==> config.mk <==
export PLATFORM = sky130hd
export DESIGN_NAME = rtc_cmd
export DESIGN_NICKNAME = d
export VERILOG_FILES = /design/src/rtc_pkg.sv /design/src/rtc_cmd.sv
export SDC_FILE = /design/constraint.sdc
export NUM_CORES = 1
export LEC_CHECK = 0
export BUFFER_PORTS_ARGS = -buffer_cell sky130_fd_sc_hd__buf_4
export CORE_UTILIZATION = 59
export CTS_BUF_LIST = sky130_fd_sc_hd__clkbuf_2 sky130_fd_sc_hd__clkbuf_4 sky130_fd_sc_hd__clkbuf_8
export DETAILED_ROUTE_END_ITERATION = 16
export PLACE_DENSITY = 0.93
export SYNTH_ARGS = -nofsm -noshare
export SYNTH_HDL_FRONTEND = slang
export SYNTH_SLANG_ARGS = --single-unit
==> constraint.sdc <==
create_clock -name SYS_CLK -period 3.32 [get_ports SYS_CLK]
set_clock_uncertainty 0.2 [all_clocks]
set_input_delay 0.996 -clock SYS_CLK [delete_from_list [all_inputs] [get_ports SYS_CLK]]
set_output_delay 0.996 -clock SYS_CLK [all_outputs]
set_load 0.005 [all_outputs]
==> src/rtc_pkg.sv <==
package rtc_pkg;
  // Command framing bytes and the acknowledge reply byte
  localparam logic [7:0] CMD_LEAD = 8'h00FE;
  localparam logic [7:0] CMD_SETUP = 8'h0032;
  localparam logic [7:0] CMD_SET_TEST = 8'h0092;
  localparam logic [7:0] CMD_READ_TEST = 8'h0091;
  localparam logic [7:0] CMD_RESTORE = 8'h0090;
  localparam logic [7:0] ACK_BYTE = 8'h0055;
  // Limits and reset values
  localparam logic [5:0] TEST_MAX = 6'h0020;
  localparam logic [5:0] TEST_RST = 6'h0004;
  localparam logic [7:0] DEVNUM_RST = 8'h0000;
  localparam logic [15:0] TIMING_RST = 16'h67D0;
  localparam logic [7:0] REPS_RST = 8'h0001;
  localparam logic [7:0] GAP_RST = 8'h0023;
  localparam logic [5:0] ATTACHED_RST = 6'h0020;
  // Cycles each bank step of the self-test takes
  localparam int BANK_STEP_NS = 1000;
  localparam int CLK_NS = 100;
  localparam logic [7:0] BANK_STEP_CYC = 8'(BANK_STEP_NS / CLK_NS);
  // APB map
  localparam logic [7:0] ADDR_RX = 8'h0000;
  localparam logic [7:0] ADDR_TX = 8'h0004;
  localparam logic [7:0] ADDR_STAT = 8'h0008;
  localparam logic [7:0] ADDR_CFG = 8'h000C;
  localparam logic [7:0] ADDR_PARAM = 8'h0010;
  localparam logic [7:0] ADDR_TIMING = 8'h0014;

  typedef enum logic [5:0] {
    ST_SELFTEST = 6'b00_0001,
    ST_IDLE = 6'b00_0010,
    ST_GROUP = 6'b00_0100,
    ST_CODE = 6'b00_1000,
    ST_VALUE = 6'b01_0000,
    ST_START = 6'b10_0000
  } rtc_state_t;

  typedef struct packed {
    logic [7:0] dev_num;
    logic auto_refresh;
    logic [15:0] timing;
    logic [7:0] reps;
    logic [7:0] inter_byte_gap_setting;
    logic report;
    logic [5:0] attached;
  } rtc_params_t;
endpackage

==> src/rtc_cmd.sv <==
// Behaviour
// Config power-up runs self-test over stored count
// All switches off means config mode
// Test count accepts 0 through 32
// Count zero skips self-test
// Test count resets to four
// Set-count command works in both modes
// Host sends 254,50,146,count to set
// Acknowledge completed set/restore with 85
// 254,50,145 returns current count byte
// Step every counted bank, heartbeat waits
// Restore 254,50,144 only in config mode
// Restore device number, refresh, timing 26576
// Restore reps 1, gap 35, report, banks 32
// Host should keep count one or more
// Runtime mode ignores restore command
`timescale 1ns/1ps
`default_nettype none
module rtc_cmd
  import rtc_pkg::*;
(
  input wire logic SYS_CLK,
  input wire logic SYS_RST,
  input wire logic CLK_EN,
  input wire logic [7:0] DIP_SW,
  input wire logic PSEL,
  input wire logic PENABLE,
  input wire logic PWRITE,
  input wire logic [7:0] PADDR,
  input wire logic [31:0] PWDATA,
  output logic [31:0] PRDATA,
  output logic PREADY,
  output logic PSLVERR,
  output logic [7:0] TEST_BANK,
  output logic TEST_ACTIVE,
  output logic HEARTBEAT_EN
);

  // ==========================================================
  // Bus decode
  // ==========================================================
  // Each access completes in its second access cycle
  wire acc = PSEL && PENABLE && !PREADY;
  wire wr = acc && PWRITE;
  wire rd = acc && !PWRITE;
  wire hit_rx = PADDR == ADDR_RX;
  wire hit_tx = PADDR == ADDR_TX;
  wire hit_stat = PADDR == ADDR_STAT;
  wire hit_cfg = PADDR == ADDR_CFG;
  wire hit_param = PADDR == ADDR_PARAM;
  wire hit_timing = PADDR == ADDR_TIMING;
  wire mapped = hit_rx | hit_tx | hit_stat | hit_cfg | hit_param | hit_timing;

  // ==========================================================
  // State
  // ==========================================================
  rtc_state_t state;
  rtc_params_t prm;
  logic [5:0] test_count;
  logic config_mode;
  logic [5:0] bank;
  logic [7:0] step;
  logic [7:0] rx_byte;
  logic rx_full;
  logic [7:0] tx_byte;
  logic tx_valid;

  // Mode strap read straight from the pins, so the start step sees it at once
  wire strap_cfg = DIP_SW == 8'h00;
  // A byte is consumed when the parser is out of the start and self-test states
  wire take = rx_full && (state != ST_SELFTEST) && (state != ST_START);
  wire set_done = take && state == ST_VALUE;
  wire code_in = take && state == ST_CODE;
  // Values above 32 are clipped so the count stays legal
  wire [5:0] new_count = (rx_byte > 8'(TEST_MAX)) ? TEST_MAX : rx_byte[5:0];
  wire do_restore = code_in && rx_byte == CMD_RESTORE && config_mode;
  wire do_read = code_in && rx_byte == CMD_READ_TEST;
  wire do_ack = (set_done || do_restore) && prm.report;
  wire tx_load = do_ack || do_read;
  wire [7:0] tx_next = do_read ? {2'b00, test_count} : ACK_BYTE;
  wire last_bank = bank + 6'd1 >= test_count;
  wire step_end = step == BANK_STEP_CYC - 8'd1;
  wire tx_pop = rd && hit_tx && tx_valid;

  // ==========================================================
  // Command parser
  // ==========================================================
  rtc_state_t next_state;
  always_comb begin
    next_state = state;
    case (state)
      ST_START: begin
        // Mode and self-test chosen once after reset
        if (strap_cfg && test_count != 6'd0) begin
          next_state = ST_SELFTEST;
        end else begin
          next_state = ST_IDLE;
        end
      end
      ST_SELFTEST: begin
        if (step_end && last_bank) begin
          next_state = ST_IDLE;
        end
      end
      ST_IDLE: begin
        if (take && rx_byte == CMD_LEAD) begin
          next_state = ST_GROUP;
        end
      end
      ST_GROUP: begin
        if (take) begin
          next_state = (rx_byte == CMD_SETUP) ? ST_CODE : ST_IDLE;
        end
      end
      ST_CODE: begin
        if (take) begin
          next_state = (rx_byte == CMD_SET_TEST) ? ST_VALUE : ST_IDLE;
        end
      end
      ST_VALUE: begin
        if (take) begin
          next_state = ST_IDLE;
        end
      end
      default: next_state = ST_IDLE;
    endcase
  end

  // Parser state; a low clock enable freezes it mid-command
  always_ff @(posedge SYS_CLK) begin
    if (SYS_RST) begin
      state <= ST_START;
    end else if (CLK_EN) begin
      state <= next_state;
    end
  end

  // Mode strap caught on the first enabled edge after reset
  always_ff @(posedge SYS_CLK) begin
    if (SYS_RST) begin
      config_mode <= 1'b0;
    end else if (CLK_EN && state == ST_START) begin
      config_mode <= strap_cfg;
    end
  end

  // ==========================================================
  // Self-test walker
  // ==========================================================
  // Walks every counted bank even if not fitted
  // Nothing marks a bank as fitted, so a large count simply takes longer
  always_ff @(posedge SYS_CLK) begin
    if (SYS_RST) begin
      bank <= 6'd0;
      step <= 8'd0;
    end else if (CLK_EN && state == ST_SELFTEST) begin
      step <= step_end ? 8'd0 : step + 8'd1;
      if (step_end) begin
        bank <= bank + 6'd1;
      end
    end
  end

  // ==========================================================
  // Parameters
  // ==========================================================
  // Restore wins over bus writes in the same cycle
  // Reset reloads the same defaults as the restore command
  always_ff @(posedge SYS_CLK) begin
    if (SYS_RST) begin
      test_count <= TEST_RST;
      prm <= '{DEVNUM_RST, 1'b1, TIMING_RST, REPS_RST, GAP_RST, 1'b1, ATTACHED_RST};
    end else if (CLK_EN) begin
      if (set_done) begin
        test_count <= new_count;
      end
      if (do_restore) begin
        prm <= '{DEVNUM_RST, 1'b1, TIMING_RST, REPS_RST, GAP_RST, 1'b1, ATTACHED_RST};
      end else if (wr && hit_param && config_mode) begin
        prm.dev_num <= PWDATA[7:0];
        prm.reps <= PWDATA[15:8];
        prm.inter_byte_gap_setting <= PWDATA[23:16];
        prm.attached <= PWDATA[29:24];
        prm.auto_refresh <= PWDATA[30];
        prm.report <= PWDATA[31];
      end else if (wr && hit_timing && config_mode) begin
        prm.timing <= PWDATA[15:0];
      end
    end
  end

  // ==========================================================
  // Byte channels
  // ==========================================================
  // Receive holder; a write while full is dropped
  always_ff @(posedge SYS_CLK) begin
    if (SYS_RST) begin
      rx_byte <= 8'h0000;
      rx_full <= 1'b0;
    end else if (CLK_EN) begin
      if (wr && hit_rx && !rx_full) begin
        rx_byte <= PWDATA[7:0];
        rx_full <= 1'b1;
      end else if (take) begin
        rx_full <= 1'b0;
      end
    end
  end

  // Reply holder; a new reply overwrites, load beats the pop
  always_ff @(posedge SYS_CLK) begin
    if (SYS_RST) begin
      tx_byte <= 8'h0000;
      tx_valid <= 1'b0;
    end else if (CLK_EN) begin
      if (tx_load) begin
        tx_byte <= tx_next;
        tx_valid <= 1'b1;
      end else if (tx_pop) begin
        tx_valid <= 1'b0;
      end
    end
  end

  // ==========================================================
  // APB answer and outputs
  // ==========================================================
  // Read mux; unmapped addresses read zero and flag an error
  wire [31:0] rd_mux =
    hit_tx ? {23'd0, tx_valid, tx_byte} :
    hit_stat ? {22'd0, state, config_mode, tx_valid, rx_full,
                state == ST_SELFTEST} :
    hit_cfg ? {26'd0, test_count} :
    hit_param ? {prm.report, prm.auto_refresh, prm.attached, prm.inter_byte_gap_setting,
                 prm.reps, prm.dev_num} :
    hit_timing ? {16'd0, prm.timing} : 32'h0000_0000;

  // One wait state: ready follows the access cycle by one edge
  always_ff @(posedge SYS_CLK) begin
    if (SYS_RST) begin
      PREADY <= 1'b0;
      PSLVERR <= 1'b0;
      PRDATA <= 32'h0000_0000;
    end else if (CLK_EN) begin
      PREADY <= acc;
      PSLVERR <= acc && !mapped;
      PRDATA <= rd ? rd_mux : 32'h0000_0000;
    end
  end

  // Pins come straight from flops; heartbeat stays dark while walking
  always_ff @(posedge SYS_CLK) begin
    if (SYS_RST) begin
      TEST_BANK <= 8'h0000;
      TEST_ACTIVE <= 1'b0;
      HEARTBEAT_EN <= 1'b0;
    end else if (CLK_EN) begin
      TEST_BANK <= {2'b00, bank};
      TEST_ACTIVE <= next_state == ST_SELFTEST;
      HEARTBEAT_EN <= next_state != ST_SELFTEST && next_state != ST_START;
    end
  end

  // ==========================================================
  // Checks
  // ==========================================================
  // Each check but a_ready_pulse is tagged with the rule it guards
  a_count_range: assert property (@(posedge SYS_CLK) disable iff (SYS_RST)
    test_count <= TEST_MAX) else $error("test count above 32");
  a_set_count: assert property (@(posedge SYS_CLK) disable iff (SYS_RST)
    CLK_EN && set_done |=> test_count == $past(new_count)) else $error("set lost");
  a_ack_byte: assert property (@(posedge SYS_CLK) disable iff (SYS_RST)
    CLK_EN && do_ack && !do_read |=> tx_valid && tx_byte == 8'h0055) else $error("no ack");
  a_read_reply: assert property (@(posedge SYS_CLK) disable iff (SYS_RST)
    CLK_EN && do_read |=> tx_byte == {2'b00, test_count}) else $error("bad read reply");
  a_runtime_keep: assert property (@(posedge SYS_CLK) disable iff (SYS_RST)
    !config_mode && state != ST_START |=> prm == $past(prm)) else $error("runtime change");
  a_restore_vals: assert property (@(posedge SYS_CLK) disable iff (SYS_RST)
    CLK_EN && do_restore |=> prm.timing == 16'h67D0 && prm.reps == 8'h0001 &&
    prm.inter_byte_gap_setting == 8'h0023) else $error("restore values");
  a_restore_flags: assert property (@(posedge SYS_CLK) disable iff (SYS_RST)
    CLK_EN && do_restore |=> prm.dev_num == 8'h00 && prm.auto_refresh && prm.report &&
    prm.attached == 6'h20) else $error("restore flags");
  a_zero_skip: assert property (@(posedge SYS_CLK) disable iff (SYS_RST)
    CLK_EN && state == ST_START && !(strap_cfg && test_count != 6'd0) |=> state == ST_IDLE)
    else $error("self-test not skipped");
  a_test_entry: assert property (@(posedge SYS_CLK) disable iff (SYS_RST)
    CLK_EN && state == ST_START && strap_cfg && test_count != 6'd0 |=> state == ST_SELFTEST)
    else $error("self-test not entered");
  a_mode_strap: assert property (@(posedge SYS_CLK) disable iff (SYS_RST)
    CLK_EN && state == ST_START |=> config_mode == ($past(DIP_SW) == 8'h00))
    else $error("mode strap wrong");
  a_walk_all: assert property (@(posedge SYS_CLK) disable iff (SYS_RST)
    state == ST_SELFTEST |-> bank < test_count)
    else $error("walker passed the count");
  a_ready_pulse: assert property (@(posedge SYS_CLK) disable iff (SYS_RST)
    CLK_EN && PREADY |=> !PREADY) else $error("ready held over");
  a_no_hb_test: assert property (@(posedge SYS_CLK) disable iff (SYS_RST)
    TEST_ACTIVE |-> !HEARTBEAT_EN) else $error("heartbeat during test");
endmodule
`default_nettype wire

# Word level (Yosys, flattened, before mapping)
# Cells that the tools add are included.
# word_totals
register_bits	135
latchBits	0
ram_bits	0
rom_bits	0
input_bits	54
output_inout_bits	44
elab_cells	129
n_memories	0
# op_classes
addsub	2
multipliers	0
div	0
order_cmp	2
eq_ne	23
shift	0
mux	27
bitwise	5
n_reduce_logical	48
# ops
op	count
$mux W32	5
$mux W16	3
$mux W48	1
$mux W6	6
$pmux W6 S6	1
$eq A8 B8 Y1 const B	4
$logic_and A1 B1 Y1	27
$eq A8 B4 Y1 const B	3
$mux W23	1
$eq A8 B5 Y1 const B	2
$logic_not A8 Y1	2
$reduce_and A2 Y1	7
$eq A6 B1 Y1 const B	2
$ne A6 B1 Y1 const B	2
$ne A6 B6 Y1 const B	2
$mux W9	1
$add A8 B1 Y8 const B	1
$eq A8 B3 Y1 const B	1
$eq A8 B6 Y1 const B	1
$gt A8 B6 Y1 const B	1
$mux W8	1
$reduce_bool A2 Y1	4
$mux W7	1
$add A6 B1 Y6 const B	1
16 further kinds	27

# Longest topological paths before layout
# logic_depth
depth_word	11
ltp_mapped	8
depth_no_buf	8

# Worst setup path after synthesis
# Ideal clock, no wire load.
# synth_path
path_type	in2reg
from	in PADDR[1]
to	reg rx_byte[1]
setup_time_ns	0.128
arrival_ns	2.792
t_required_ns	2.992
slack_ns	0.201
path_stages	7
n_path_buf	2
cell_sequence	or4_1 -> clkbuf_1 -> nor3_1 -> and4_1 -> buf_2 -> mux2i_1 -> nor2_1
# synth_between
elab_chain_len	4
# synth_rtl
item	line	rtl
from (decl)	rtc_cmd.sv:29	input wire logic [7:0] PADDR,
$logic_not A8 Y1	rtc_cmd.sv:46	wire hit_rx = PADDR == ADDR_RX;
$logic_and A1 B1 Y1 (2 in a row)	rtc_cmd.sv:201	if (wr && hit_rx && !rx_full) begin
$reduce_and A2 Y1 (no line)	--	
to (signal assigned)	rtc_cmd.sv:202	rx_byte <= PWDATA[7:0];
to (decl)	rtc_cmd.sv:63	logic [7:0] rx_byte;
# Every way passes these cells.
# A chain may end at the register's enable or synchronous reset.

# Worst setup path after layout
# layout_path
from	in PADDR[1]
to	reg PRDATA[5]
# layout_between
elab_chain_len	7
word_cells_on_any_way	11
classes_between	eq/ne: 5; mux: 6
# layout_rtl
item	line	rtl
$eq A8 B5 Y1	rtc_cmd.sv:51	wire hit_timing = PADDR == ADDR_TIMING;
$mux W16	rtc_cmd.sv:236	hit_timing ? {16'd0, prm.timing} : 32'h0000_0000;
$mux W32	rtc_cmd.sv:234	hit_param ? {prm.report, prm.auto_refresh, prm.attached, prm.inter_byte_gap_setting,
$mux W32	rtc_cmd.sv:233	hit_cfg ? {26'd0, test_count} :
$mux W32	rtc_cmd.sv:231	hit_stat ? {22'd0, state, config_mode, tx_valid, rx_full,
$mux W32 *	rtc_cmd.sv:230	hit_tx ? {23'd0, tx_valid, tx_byte} :
$mux W32 *	rtc_cmd.sv:247	PRDATA <= rd ? rd_mux : 32'h0000_0000;
to (signal assigned)	rtc_cmd.sv:247	
to (decl)	rtc_cmd.sv:31	output logic [31:0] PRDATA,
# Mark *: on every way between the ends. The rest lies on a longest branch, timed or not.

==> metrics.md <==
| Metric | Value |
|---|---|
| Status | finished clean |
| EDFF count, synth | 0 |
| CP endpoint kind | register |
| Final Net Count | 800 |
| GP Congestion | between 0.9 and 1 |
| Starting DRT DRC Count | 610 |
| Final Hold Violating Endpoints | 0 |
| Die Footprint | 10700 um2 |
| Post-Syn Area | 6100 um2 |
| Synth top area share | 0.440 |
| Skew-Pair Late Insertion Delay | 0.45 ns |
| Initial antenna violation count | 0 |
| Max clock buf depth | 2 |
| Top_reg_cell synth | dfxtp_1 |
| Most common cell after layout, fill and taps aside | dfxtp_1 |
| Cell Pwr Density | approximately 440 nW/um2 |
| Final Non-Filler Cells | 883 |
| Library cells used by synthesis | 71 |
| Area delta synth->final | 20.1% |
| GR Overflow Total | 0 |
| HPWL Detailed | 11400 um |
| Final setup viols | 0 |
| Cts repair resizes | 0 |
| Core Rows | 36 |
| Syn Area/Cell | 9.36 um2 |
| First-pass GRT wire length | 28200 um |
| Worst IR Drop VDD | 0.000379 V |
| Drt drc | 0 |
| Routed len/inst | 19.8 um |
| Hold Buf Count CTS | 0 |
| Seq/Total Area, Yosys | 0.440 |
| Crit path time final | around 3 ns |
| Clk root buf | clkbuf_8 |
| Dpl cells | 851 |
| Number of max-cap violations | 0 |
| Worst rel slew slack | 0.242 |
| CTS Sinks | approximately 130 |
| Synth area leaders | dfxtp_1 44%, a32o_1 5.4%, nor2_1 4.9% |
| DIE WIDTH | 104 um |
| Initial Util | 0.616 |
| RSZ-0062 raised after global routing | false |
| Fin crit share | 0.885 |
| H-tree depth | 4 |
| P_leak | about 2.9 nW |
| Worst Setup Start Kind | primary input |
| WP data arrival | 3.07 ns |
| Area leader, netlist | dfxtp_1 |
| Vias in the first global route | roughly 5500 |
| # diodes | 0 |
| Clock transition at the registers of the reported paths | around 0.09 ns |
| Number of port buffers | 95 |
| Post-CTS Repair Setup Buffers | 0 |
| Crit path max fanout | 7 |
| GR Util All Layers | 0.324 |
| # IOs | 98 |
| Worst Max-Slew Pin Slew | 1.14 ns |
| Worst hold path type | reg -> reg |
| Largest net degree at the start of global routing | 50 |
| Setup_tns | 0 ns |
| Max Slew Vio Count | 0 |
| Final WL | 17500 um |
| Worst EP required | 3.45 ns |
| Syn Inst Count | 652 |
| Die H | 104 um |
| TritonCTS clock tree | built |
| Final antenna-violating net count | 0 |
| Drt via density | 6.63 |
| F_max | between 300 and 400 MHz |
| Core Area | 9910 um2 |
| Total CTS buffers | 17 |
| Critical path class | in -> reg |
| Async SR Flop Fraction | 0 |
| Synth warnings | 0 |
| Commonest cells after routing, fill and taps aside | 134 x dfxtp_1, 113 x buf_4, 79 x nor2_1 |
| Drt first pass iters | 6 |
| Layout cell share with drive strength beyond 1 | 0.227 |
| Yosys reg bits | between 100 and 150 |
| Via count | 5852 |
cell usage after synthesis (9+ instances only):
| cell | count |
|---|---|
| a21oi_1 | 41 |
| a22oi_1 | 28 |
| a32o_1 | 33 |
| and3_1 | 16 |
| clkbuf_1 | 32 |
| dfxtp_1 | 134 |
| ha_1 | 9 |
| mux2i_1 | 21 |
| nand2_1 | 30 |
| nand3_1 | 15 |
| nor2_1 | 79 |
| o21ai_0 | 25 |
| o32a_1 | 15 |
| xnor2_1 | 9 |
| xor2_1 | 9 |
flip-flops by register name (all words and copies together) (netlist names):
signal        cells
TEST_ACTIVE       1
step              8
TEST_BANK         6
PSLVERR           1
state             6
PREADY            1
test_count        6
tx_valid          1
config_mode       1
prm              48
tx_byte           7
bank              6
PRDATA           32
rx_byte           8
HEARTBEAT_EN      1
rx_full           1
per-stage QoR:
step | area [um2] | hold slack [ns] | util | total power [mW] | worst slack [ns]
after floorplan | 6100 | 0.232 | - | 1.75 | 0.201
after detailed placement | 6910 | 0.260 | 0.697 | 1.84 | 0.0785
after CTS | 7320 | 0.274 | 0.739 | 3.24 | 0.397
final | 7320 | 0.272 | 0.739 | 3.24 | 0.383
after global placement | 6910 | 0.244 | 0.697 | 1.83 | 0.158
after global routing | 7320 | 0.303 | 0.739 | 3.33 | 0.185
where the power goes:
| group | leakage [nW] | internal (mW) | total [mW] | switching [mW] |
|---|---|---|---|---|
| sequential | 1.08 | 1.61 | 1.62 | 0.00759 |
| combinational | 1.57 | 0.0799 | 0.193 | 0.113 |
| clock | 0.200 | 0.708 | 1.43 | 0.724 |
per-layer routing:
metal | up-vias | wire length [um] | track usage
li1 | 2629 | - | -
met1 | 2784 | 6850 | 0.415
met2 | 376 | 8480 | 0.538
met3 | 63 | 1680 | 0.0667
met4 | 0 | 440 | 0.124
met5 | - | 0 | 0
critical path, cell delays in order:
cell     delay, ns
buf_4         0.10
or4_1         0.63
nor4b_2       0.40
buf_4         0.22
nand2_1       0.05
a221o_1       0.35
a21oi_1       0.32
cell families (layout without fill, tap and decap cells):
kind of cell             Yosys count  in the layout  synth area share
XOR/XNOR                          18             18            0.0258
flip-flops                       134            134             0.440
multiplexers                      24             24            0.0400
other                              1              2          0.000615
AO/OA/AOI/OAI                    189            189             0.234
buffers and inverters             58            155            0.0427
AND/OR/NAND/NOR                  219            219             0.198
adder cells (fa/ha/maj)            9              9            0.0185
layout make-up:
type                            count  area [um2]
Tap cell                          133         166
Sequential cell                   134        2680
Clock buffer                       18         248
Timing Repair Buffer              114         868
Inverter                            9        33.8
Multi-Input combinational cell    461        3160
Clock inverter                     14         164
Fill cell                         639        2590
path summary, 6_finish.rpt:
path                            slack [ns]  cells past startpoint          end       start
worst max-delay path                  0.38                      7    PRDATA[5]    PADDR[1]
worst min-delay path                  0.27                      2   tx_byte[3]  tx_byte[3]
worst max register to register        0.39                      8  TEST_ACTIVE     bank[2]
worst min register to register        0.27                      2   tx_byte[3]  tx_byte[3]
No activity file was read; power rests on OpenSTA's default activity.
